### config.mk
export PLATFORM = sky130hd
export DESIGN_NAME = phase_lag_capture_counter
export DESIGN_NICKNAME = d
export VERILOG_FILES = /design/src/lag_pkg.sv /design/src/cmp_debounce.sv /design/src/lag_detect.sv /design/src/phase_lag_capture_counter.sv
export VERILOG_INCLUDE_DIRS = /design/src /design/src/src
export SDC_FILE = /design/constraint.sdc
export NUM_CORES = 1
export LEC_CHECK = 0
export BUFFER_PORTS_ARGS = -buffer_cell sky130_fd_sc_hd__buf_2
export CAP_MARGIN = 15
export CORE_MARGIN = 1
export CORE_UTILIZATION = 35
export DETAILED_ROUTE_END_ITERATION = 16
export PLACE_DENSITY = 0.54
export SLEW_MARGIN = 20
export SYNTH_ARGS = -nofsm -noshare
export SYNTH_HDL_FRONTEND = slang
export SYNTH_SLANG_ARGS = --single-unit
### constraint.sdc
create_clock -name core_clk -period 3.8 [get_ports core_clk]
set_input_delay 0.38 -clock core_clk [delete_from_list [all_inputs] [get_ports core_clk]]
set_output_delay 0.38 -clock core_clk [all_outputs]
set_load 0.005 [all_outputs]
### src/lag_consts.svh
`ifndef LAG_CONSTS_SVH
`define LAG_CONSTS_SVH
`define CNT_W 10
`define CNT_MAX 10'h3FF
`define PER_W 12
`define THR_W 10
`define DEB_W 8
`define MODE_TIMER_BIT 1
`define CLK_SYSDIV 3'h0
`define CLK_SYSDIV4 3'h1
`define CLK_HIGH 3'h2
`define CLK_SLOW 3'h3
`define CLK_EVENT_RISE 3'h4
`define CLK_EVENT_FALL 3'h5
`define EDGE_RISE 2'h0
`define EDGE_FALL 2'h1
`define EDGE_BOTH 2'h2
`define WAIT_BASE_W 16
`endif

### src/lag_pkg.sv
package lag_pkg;
    typedef struct packed {
        logic [1:0] counter_mode_sel;
        logic [2:0] counter_clk_sel;
        logic [2:0] wait_time_sel;
        logic [1:0] capture_edge_sel;
        logic event_source_sel;
    } counter_cfg_type;
    typedef struct packed {
        logic overflow_flag;
        logic capture_flag;
        logic ceiling_violation_flag;
        logic short_lag_flag;
        logic no_lag_flag;
    } flags_type;
    typedef enum logic [1:0] {
        PD_IDLE = 2'b00,
        PD_LAG = 2'b01,
        PD_DONE = 2'b11
    } pd_state_type;
endpackage

### src/cmp_debounce.sv
`timescale 1ns/1ns
`default_nettype none
`include "lag_consts.svh"
module cmp_debounce (
    // clock and reset
    input wire logic core_clk,
    input wire logic rst,
    // comparator pin and setting
    input wire logic raw_in,
    input wire logic [`DEB_W-1:0] deb_time,
    // filtered level
    output logic clean_out
);
    logic s1_q, s1_d, s2_q, s2_d, out_q, out_d;
    logic [`DEB_W-1:0] cnt_q, cnt_d;
    // two flops first: comparator is asynchronous to core_clk
    always_comb begin
        s1_d = raw_in;
        s2_d = s1_q;
        out_d = out_q;
        cnt_d = '0;
        if (s2_q != out_q) begin
            cnt_d = cnt_q + `DEB_W'(1);
            if (cnt_q >= deb_time) begin
                out_d = s2_q;
                cnt_d = '0;
            end
        end
    end
    always_ff @(posedge core_clk or posedge rst) begin
        if (rst) begin
            s1_q <= 1'b0;
            s2_q <= 1'b0;
            out_q <= 1'b0;
            cnt_q <= '0;
        end else begin
            s1_q <= s1_d;
            s2_q <= s2_d;
            out_q <= out_d;
            cnt_q <= cnt_d;
        end
    end
    assign clean_out = out_q;
endmodule
`default_nettype wire

### src/lag_detect.sv
`timescale 1ns/1ns
`default_nettype none
`include "lag_consts.svh"
module lag_detect
    import lag_pkg::*;
(
    // clock and reset
    input wire logic core_clk,
    input wire logic rst,
    // drive and current levels, already synchronous
    input wire logic drive_in,
    input wire logic current_in,
    input wire logic [`THR_W-1:0] min_lag_threshold,
    // lag output and one-cycle fault events
    output logic lag_pulse,
    output logic short_evt,
    output logic none_evt
);
    pd_state_type st_q, st_d;
    logic drv_q, drv_d;
    logic [`THR_W-1:0] w_q, w_d;
    logic lag, lag_q, lag_d;
    // a pulse opens only at the drive rising edge: a current that leads
    // and falls early gives no width
    assign lag = drive_in & ~current_in & (lag_q | ~drv_q);
    always_comb begin
        drv_d = drive_in;
        lag_d = lag;
        st_d = st_q;
        w_d = w_q;
        short_evt = 1'b0;
        none_evt = 1'b0;
        case (st_q)
            PD_IDLE: begin
                if (lag) begin
                    st_d = PD_LAG;
                    w_d = `THR_W'(1);
                end
            end
            PD_LAG: begin
                if (lag) begin
                    if (w_q != '1) begin
                        w_d = w_q + `THR_W'(1);
                    end
                end else begin
                    st_d = PD_DONE;
                    short_evt = (w_q < min_lag_threshold);
                end
            end
            PD_DONE: st_d = PD_DONE; // later pulses ignored
            default: st_d = PD_IDLE;
        endcase
        // detection period ends at the drive falling edge
        if (drv_q & ~drive_in) begin
            // current already low at the drive fall: drive lagged, no width
            none_evt = (st_q == PD_IDLE) & ~current_in;
            st_d = PD_IDLE;
            w_d = '0;
        end
    end
    always_ff @(posedge core_clk or posedge rst) begin
        if (rst) begin
            st_q <= PD_IDLE;
            drv_q <= 1'b0;
            lag_q <= 1'b0;
            w_q <= '0;
        end else begin
            st_q <= st_d;
            drv_q <= drv_d;
            lag_q <= lag_d;
            w_q <= w_d;
        end
    end
    assign lag_pulse = lag_q;
endmodule
`default_nettype wire

### src/phase_lag_capture_counter.sv
// Overview of operation
// - detector 0 pairs drive 0 with current 0, detector 1 pairs the 1s.
// - current lagging drive yields a lag pulse as wide as the lag.
// - no phase difference keeps the lag pulse low.
// - drive lagging current gives no width and triggers protection.
// - both comparator outputs are debounced with programmable time.
// - 10-bit up-counter clocked from divided system, high, slow or event clock.
// - only a rising run bit clears counter; capture is read-only.
// - mode 10 or 11 is timer/counter, counting 0 to 1023.
// - reaching 1023 in timer mode sets the overflow flag.
// - wait time elapsed latches count, sets capture flag, clears run.
// - event clock counts on its rising or falling edge, selectable.
// - mode 00 or 01 is capture mode with rising, falling or both edges.
// - run rising starts counting; each chosen edge latches and flags.
// - capture mode counter free-runs until the run bit falls.
// - event clock comes from comparator 0 or 1 by one select bit.
// - with ceiling enabled, periods above ceiling are dropped and flagged.
// - lag narrower than the minimum threshold sets short-lag flag.
// - zero lag width sets the no-lag flag.
// - either lag fault raises protect event, and fault guard if routed.
// - lag flags set by hardware only, cleared by software.
// - only the first lag pulse of each detection period is measured.
// - no-lag with its own comparator still high at the drive fall sets neither flag nor event.
`timescale 1ns/1ns
`default_nettype none
`include "lag_consts.svh"
module phase_lag_capture_counter
    import lag_pkg::*;
(
    // clock and reset
    input wire logic core_clk,
    input wire logic rst,
    // drive and comparator pins
    input wire logic drive_out_0,
    input wire logic drive_out_1,
    input wire logic current_comparator_0,
    input wire logic current_comparator_1,
    // clock enable for the high-speed source, falling-edge clock for the slow source
    input wire logic high_speed_clock,
    input wire logic slow_clock,
    // configuration
    input wire counter_cfg_type cfg,
    input wire logic [`DEB_W-1:0] debounce_time,
    input wire logic [`THR_W-1:0] min_lag_threshold,
    input wire logic capture_src_sel,
    input wire logic fault_route_en0,
    // run control: set level and software clear pulse
    input wire logic run_set,
    input wire logic run_clr,
    // period write with ceiling check
    input wire logic ceiling_enable,
    input wire logic [`PER_W-1:0] period_ceiling,
    input wire logic period_wr,
    input wire logic [`PER_W-1:0] period_wdata,
    // flag clears, one bit per flag
    input wire flags_type flag_clr,
    // status
    output logic counter_run,
    output logic [`CNT_W-1:0] lag_counter,
    output logic [`CNT_W-1:0] capture_value,
    output logic [`PER_W-1:0] period_value,
    output flags_type flags,
    output logic lag_pulse_0,
    output logic lag_pulse_1,
    output logic lag_protect_event,
    output logic fault_guard
);
    // ************************************************
    // comparator conditioning
    // ************************************************
    logic current_cmp0_out, current_cmp1_out;
    logic sh_q, sh_d, ss_q, ss_d, hs_q, hs_d, sl_q, sl_d, sp_q, sp_d;
    logic dr0_s_q, dr0_s_d, dr0_m_q, dr0_m_d, dr0_q, dr0_d;
    logic dr1_s_q, dr1_s_d, dr1_m_q, dr1_m_d, dr1_q, dr1_d;
    logic sh0_evt, sh1_evt, no0_evt, no1_evt;
    cmp_debounce u_deb0 (
        .core_clk(core_clk),
        .rst(rst),
        .raw_in(current_comparator_0),
        .deb_time(debounce_time),
        .clean_out(current_cmp0_out)
    );
    cmp_debounce u_deb1 (
        .core_clk(core_clk),
        .rst(rst),
        .raw_in(current_comparator_1),
        .deb_time(debounce_time),
        .clean_out(current_cmp1_out)
    );
    // ************************************************
    // drive synchronisers
    // ************************************************
    // third stage matches the debounce register, so equal phases stay
    // equal and give no lag pulse
    always_comb begin
        dr0_s_d = drive_out_0;
        dr1_s_d = drive_out_1;
        dr0_m_d = dr0_s_q;
        dr1_m_d = dr1_s_q;
        dr0_d = dr0_m_q;
        dr1_d = dr1_m_q;
    end
    always_ff @(posedge core_clk or posedge rst) begin
        if (rst) begin
            dr0_s_q <= 1'b0;
            dr1_s_q <= 1'b0;
            dr0_m_q <= 1'b0;
            dr1_m_q <= 1'b0;
            dr0_q <= 1'b0;
            dr1_q <= 1'b0;
        end else begin
            dr0_s_q <= dr0_s_d;
            dr1_s_q <= dr1_s_d;
            dr0_m_q <= dr0_m_d;
            dr1_m_q <= dr1_m_d;
            dr0_q <= dr0_d;
            dr1_q <= dr1_d;
        end
    end
    lag_detect u_pd0 (
        .core_clk(core_clk),
        .rst(rst),
        .drive_in(dr0_q),
        .current_in(current_cmp0_out),
        .min_lag_threshold(min_lag_threshold),
        .lag_pulse(lag_pulse_0),
        .short_evt(sh0_evt),
        .none_evt(no0_evt)
    );
    lag_detect u_pd1 (
        .core_clk(core_clk),
        .rst(rst),
        .drive_in(dr1_q),
        .current_in(current_cmp1_out),
        .min_lag_threshold(min_lag_threshold),
        .lag_pulse(lag_pulse_1),
        .short_evt(sh1_evt),
        .none_evt(no1_evt)
    );
    // ************************************************
    // counter clock selection
    // ************************************************
    logic event_clock, ev_q, ev_d, cap_sig, cap_q, cap_d;
    logic [1:0] div_q, div_d;
    logic cnt_tick, cap_edge;
    assign event_clock = cfg.event_source_sel ? current_cmp1_out
                                              : current_cmp0_out;
    assign cap_sig = capture_src_sel ? lag_pulse_1 : lag_pulse_0;
    function automatic logic edge_pick(
        input logic now_v,
        input logic was_v,
        input logic [1:0] sel
    );
        case (sel)
            `EDGE_RISE: edge_pick = now_v & ~was_v;
            `EDGE_FALL: edge_pick = ~now_v & was_v;
            default: edge_pick = now_v ^ was_v;
        endcase
    endfunction
    // slow edge taken past the second stage; the first flop feeds only it
    always_comb begin
        div_d = div_q + 2'h1;
        ev_d = event_clock;
        cap_d = cap_sig;
        sh_d = high_speed_clock;
        hs_d = sh_q;
        ss_d = slow_clock;
        sl_d = ss_q;
        sp_d = sl_q;
        case (cfg.counter_clk_sel)
            `CLK_SYSDIV: cnt_tick = 1'b1;
            `CLK_SYSDIV4: cnt_tick = (div_q == 2'h3);
            `CLK_HIGH: cnt_tick = hs_q;
            `CLK_SLOW: cnt_tick = edge_pick(sl_q, sp_q, `EDGE_FALL);
            `CLK_EVENT_RISE: begin
                cnt_tick = edge_pick(event_clock, ev_q, `EDGE_RISE);
            end
            `CLK_EVENT_FALL: begin
                cnt_tick = edge_pick(event_clock, ev_q, `EDGE_FALL);
            end
            // selects 6 and 7 leave the counter idle
            default: cnt_tick = 1'b0;
        endcase
        cap_edge = edge_pick(cap_sig, cap_q, cfg.capture_edge_sel);
    end
    // ************************************************
    // counter, wait timer and capture
    // ************************************************
    logic run_q, run_d, runp_q, runp_d;
    logic [`CNT_W-1:0] cnt_q, cnt_d, capv_q, capv_d;
    logic [`WAIT_BASE_W-1:0] wt_q, wt_d;
    logic timer_mode, wait_done, run_rise;
    flags_type fl_q, fl_d;
    logic [`PER_W-1:0] per_q, per_d;
    // wait time doubles per step; base is a cycle count that runs only while run is set in timer mode
    function automatic logic [`WAIT_BASE_W-1:0] wait_len(
        input logic [2:0] sel
    );
        wait_len = `WAIT_BASE_W'(16'h0100 << sel);
    endfunction
    assign timer_mode = cfg.counter_mode_sel[`MODE_TIMER_BIT];
    assign run_rise = run_q & ~runp_q;
    assign wait_done = timer_mode & run_q & ~run_rise
                       & (wt_q == wait_len(cfg.wait_time_sel) - 16'h1);
    always_comb begin
        run_d = run_q;
        runp_d = run_q;
        cnt_d = cnt_q;
        capv_d = capv_q; // no write path into the capture value
        wt_d = wt_q;
        per_d = per_q;
        fl_d = fl_q & ~flag_clr; // clear first, hardware set below
        if (run_set) begin
            run_d = 1'b1;
        end
        // a clear in the same cycle as a set wins
        if (run_clr) begin
            run_d = 1'b0; // stops counting
        end
        if (run_rise) begin
            cnt_d = '0; // sole software effect on the counter
            wt_d = '0;
        end else if (run_q) begin
            if (cnt_tick) begin
                cnt_d = cnt_q + `CNT_W'(1); // wraps 1023 to 0
                if (timer_mode && cnt_q == `CNT_MAX - `CNT_W'(1)) begin
                    fl_d.overflow_flag = 1'b1;
                end
            end
            if (timer_mode) begin
                wt_d = wt_q + `WAIT_BASE_W'(1);
            end
        end
        if (wait_done) begin
            capv_d = cnt_q;
            fl_d.capture_flag = 1'b1;
            run_d = 1'b0;
        end
        // the run-rise cycle still holds the old count, so no capture then
        if (!timer_mode && run_q && !run_rise && cap_edge) begin
            capv_d = cnt_q;
            fl_d.capture_flag = 1'b1;
        end
        if (period_wr) begin
            if (ceiling_enable && period_wdata > period_ceiling) begin
                fl_d.ceiling_violation_flag = 1'b1; // write dropped
            end else begin
                per_d = period_wdata;
            end
        end
        if (sh0_evt | sh1_evt) begin
            fl_d.short_lag_flag = 1'b1;
        end
        if (no0_evt | no1_evt) begin
            fl_d.no_lag_flag = 1'b1;
        end
    end
    always_ff @(posedge core_clk or posedge rst) begin
        if (rst) begin
            run_q <= 1'b0;
            runp_q <= 1'b0;
            cnt_q <= '0;
            capv_q <= '0;
            wt_q <= '0;
            per_q <= '0;
            fl_q <= '0;
            div_q <= '0;
            ev_q <= 1'b0;
            cap_q <= 1'b0;
            sh_q <= 1'b0;
            hs_q <= 1'b0;
            ss_q <= 1'b0;
            sl_q <= 1'b0;
            sp_q <= 1'b0;
        end else begin
            run_q <= run_d;
            runp_q <= runp_d;
            cnt_q <= cnt_d;
            capv_q <= capv_d;
            wt_q <= wt_d;
            per_q <= per_d;
            fl_q <= fl_d;
            div_q <= div_d;
            ev_q <= ev_d;
            cap_q <= cap_d;
            sh_q <= sh_d;
            hs_q <= hs_d;
            ss_q <= ss_d;
            sl_q <= sl_d;
            sp_q <= sp_d;
        end
    end
    // ************************************************
    // outputs
    // ************************************************
    assign counter_run = run_q;
    assign lag_counter = cnt_q;
    assign capture_value = capv_q;
    assign period_value = per_q;
    assign flags = fl_q;
    // level while either lag flag stands
    assign lag_protect_event = fl_q.short_lag_flag | fl_q.no_lag_flag;
    assign fault_guard = lag_protect_event & fault_route_en0;
endmodule
`default_nettype wire

==> qor.csv <==
metric;value;unit
status;completed;
Hold Crit Endpoint;u_deb0.s1_q;
clock skew;9.811;ps
worst slew pin tran;831.5;ps
CTS H-Tree Depth;4;
crit end category;flip-flop;
Setup-failing EPs final;0;
fin crit period;2907;ps
crit path DAT;3200;ps
Max Cap Viol;0;
sequential cell area;3003;µm²
die height;139.4;µm
R2R cell count;6;
Core Region;18210;µm²
final hold vios;0;
Final period util;76.49;%
share of layout cells above drive strength 1;22.85;%
maximum buffer depth of the clock tree;2;
worst hold path class;in2reg;
Multi-input gate area;3329;µm²
Ys Warns;0;
final hold slack;67.20;ps
First DRT Iteration DRCs;349;
fin. max-slew vios;0;
max_slew headroom;44.57;%
Overflow after GRT;0;
CTS resizes;0;
DR vias;5400;
hold depth;1;
Area Overhead vs Synth;22.08;%
TritonCTS clock tree;yes;
Synth Net Count;798;
start point of the critical path;runp_q;
Buf+Inv Stages, Crit Path;0;
leakage dissipation;0.004008;µW
I/O pin total;114;
GP Congestion;0.7964;
Clock Sink Count;120;
drt wl/cell;14.95;µm
via density per instance;5.238;
Synth async-reset ratio;100.0;%
Total Power;4129;µW
Starting Density;36.28;%
vias in the first global route;5326;
buffer count from post-CTS setup fixing;0;
Max VDD drop;0.2973;mV
Cell Area, Synth;6606;µm²
origin of the worst min-delay path;current_comparator_0;
Achievable Freq;344.0;MHz
die width;139.4;µm
power density cells;511.9;nW/µm²
number of port buffers;112;
cells after synthesis;669;
hold_buf cts;0;
CP top delay family;simple AND/OR/NAND/NOR gates;
row count;49;
# fillers;1715;
Post-synth EDFFs;0;
drt first pass iters;5;
top_reg_cell synth;dfrtp_1;
Critical Path Start Type;flip-flop;
synthesized area per cell;9.875;µm²
Crit Path Max Fanout;17;
clock transition at the registers of the reported paths;60;ps
Clock Latency Late Sink;410;ps
total track usage;16.76;%
critical-path cell list;nand3_4 > or4_1 > nor3_1 > o2111ai_1 > o21ai_2 > mux2_2;
CTS Buf Count;17;
initial antenna violation count;1;
worst reg2reg path endpoint;capture_value[3];
largest net degree at the start of global routing;59;
commonest cells after routing, fill and taps aside;dfrtp_1 (120), buf_2 (112), ha_1 (57);
Required @ worst endpoint;4090;ps
Final nets;917;
DP HPWL;11310;µm
WS Path Type;reg2reg;
total wire length;15410;µm
register area share after synthesis;45.45;%
Reg2Reg Setup Slack;890;ps
setup TNS;0;ps
crit-path max cell delay;620;ps
post-synth cell types;59;
root buf cell;clkbuf_16;
most common cell after layout, fill and taps aside;dfrtp_1;
first-pass GRT wire length;26200;µm
DIE AREA;19430;µm²
CP max-delay cell;dfrtp_1;
flip-flop and latch count after synthesis;120;
Final ANT Viol Nets;0;
RR Startpoint;runp_q;
unrepaired setup endpoints after global routing;no;
DRC violations left;0;
==> worst max path at each step <==
stage                       endpoint  slack (ps)  cells past startpoint
detailed placement  capture_value[0]         460                      9
finish              capture_value[3]         890                      6
CTS                 capture_value[3]         880                      6
global placement    capture_value[6]         540                      9
global route        capture_value[6]         630                      6
floorplan                      cap_q         230                      1
==> cell usage after synthesis, types with 3 or more instances <==
| master | count | area share (%) |
|---|---|---|
| a21o_1 | 14 | 1.6 |
| a21oi_1 | 18 | 1.4 |
| a22o_1 | 4 | 0.53 |
| a31oi_1 | 11 | 1.0 |
| and3_1 | 8 | 0.76 |
| clkbuf_1 | 13 | 0.74 |
| dfrtp_1 | 120 | 45 |
| ha_1 | 57 | 11 |
| inv_1 | 54 | 3.1 |
| mux2_2 | 27 | 4.6 |
| nand2_1 | 54 | 3.1 |
| nand2b_1 | 11 | 1.0 |
| nand3_1 | 37 | 2.8 |
| nand4_1 | 20 | 1.9 |
| nor2_1 | 53 | 3.0 |
| nor2b_1 | 7 | 0.66 |
| nor3_1 | 9 | 0.68 |
| nor3b_1 | 3 | 0.34 |
| nor4_1 | 6 | 0.57 |
| o211ai_1 | 6 | 0.68 |
| o21a_1 | 4 | 0.45 |
| o21ai_0 | 45 | 3.4 |
| o22ai_1 | 4 | 0.38 |
| o31ai_1 | 5 | 0.57 |
| o41ai_1 | 4 | 0.53 |
| or4_1 | 7 | 0.80 |
| xnor2_1 | 10 | 1.3 |
| xor2_1 | 17 | 2.3 |
==> cell type report <==
type | instances | area share [%]
repair buffers | 115 | 7.229
flip-flops and latches | 120 | 37.23
diodes | 1 | 0.03103
multi-input cells | 479 | 41.28
inverters | 55 | 2.591
clock inverters | 14 | 2.761
well taps | 229 | 3.553
clock buffers | 18 | 5.321
==> kinds of logic after synthesis <==
family	share of synthesized area (%)
AOI/OAI and AO/OA	14.03
xor gates and xnor gates	3.579
adders and majority gates	10.80
buffers and inverters	4.148
DFF	45.45
muxes	4.905
and+or+nand+nor	17.08
==> per-layer routing <==
metal / up-vias / wire (µm) / part of all wire, % / global-route usage (%)
met4: 0 / 159 / 1.0 / 4.503
met1: 2589 / 7134 / 46 / 21.46
met2: 148 / 7290 / 47 / 27.85
met5: - / 0 / 0 / 0
met3: 13 / 824 / 5.3 / 4.474
li1: 2650 / - / - / -
==> power by group <==
part	total, µW	internal (µW)	switching [µW]
logic	735	349	386
registers	1630	1440	185
clock network	1770	1170	600
==> through the flow <==
stage / area [µm²] / setup WS, ps / util (%) / cells
2_1_floorplan: 6606 / 234.2 / - / 669
3_3_place_gp: 7411 / 544.0 / 40.70 / 998
3_5_place_dp: 7411 / 457.8 / 40.70 / 998
4_1_cts: 8063 / 880.7 / 44.28 / 1030
5_1_grt: 8063 / 634.0 / 44.28 / 1030
6_report: 8065 / 893.2 / 44.29 / 1031
==> flip-flops by register name (all words and copies together) (netlist names), 2 cells and up <==
register / flops
u_pd1.st_q: 2
lag_counter: 10
capture_value: 10
u_pd0.w_q: 10
div_q: 2
u_deb0.cnt_q: 8
u_pd0.st_q: 2
flags: 5
u_deb1.cnt_q: 8
period_value: 12
wt_q: 16
u_pd1.w_q: 10
Power figures use the tool's default switching activity.
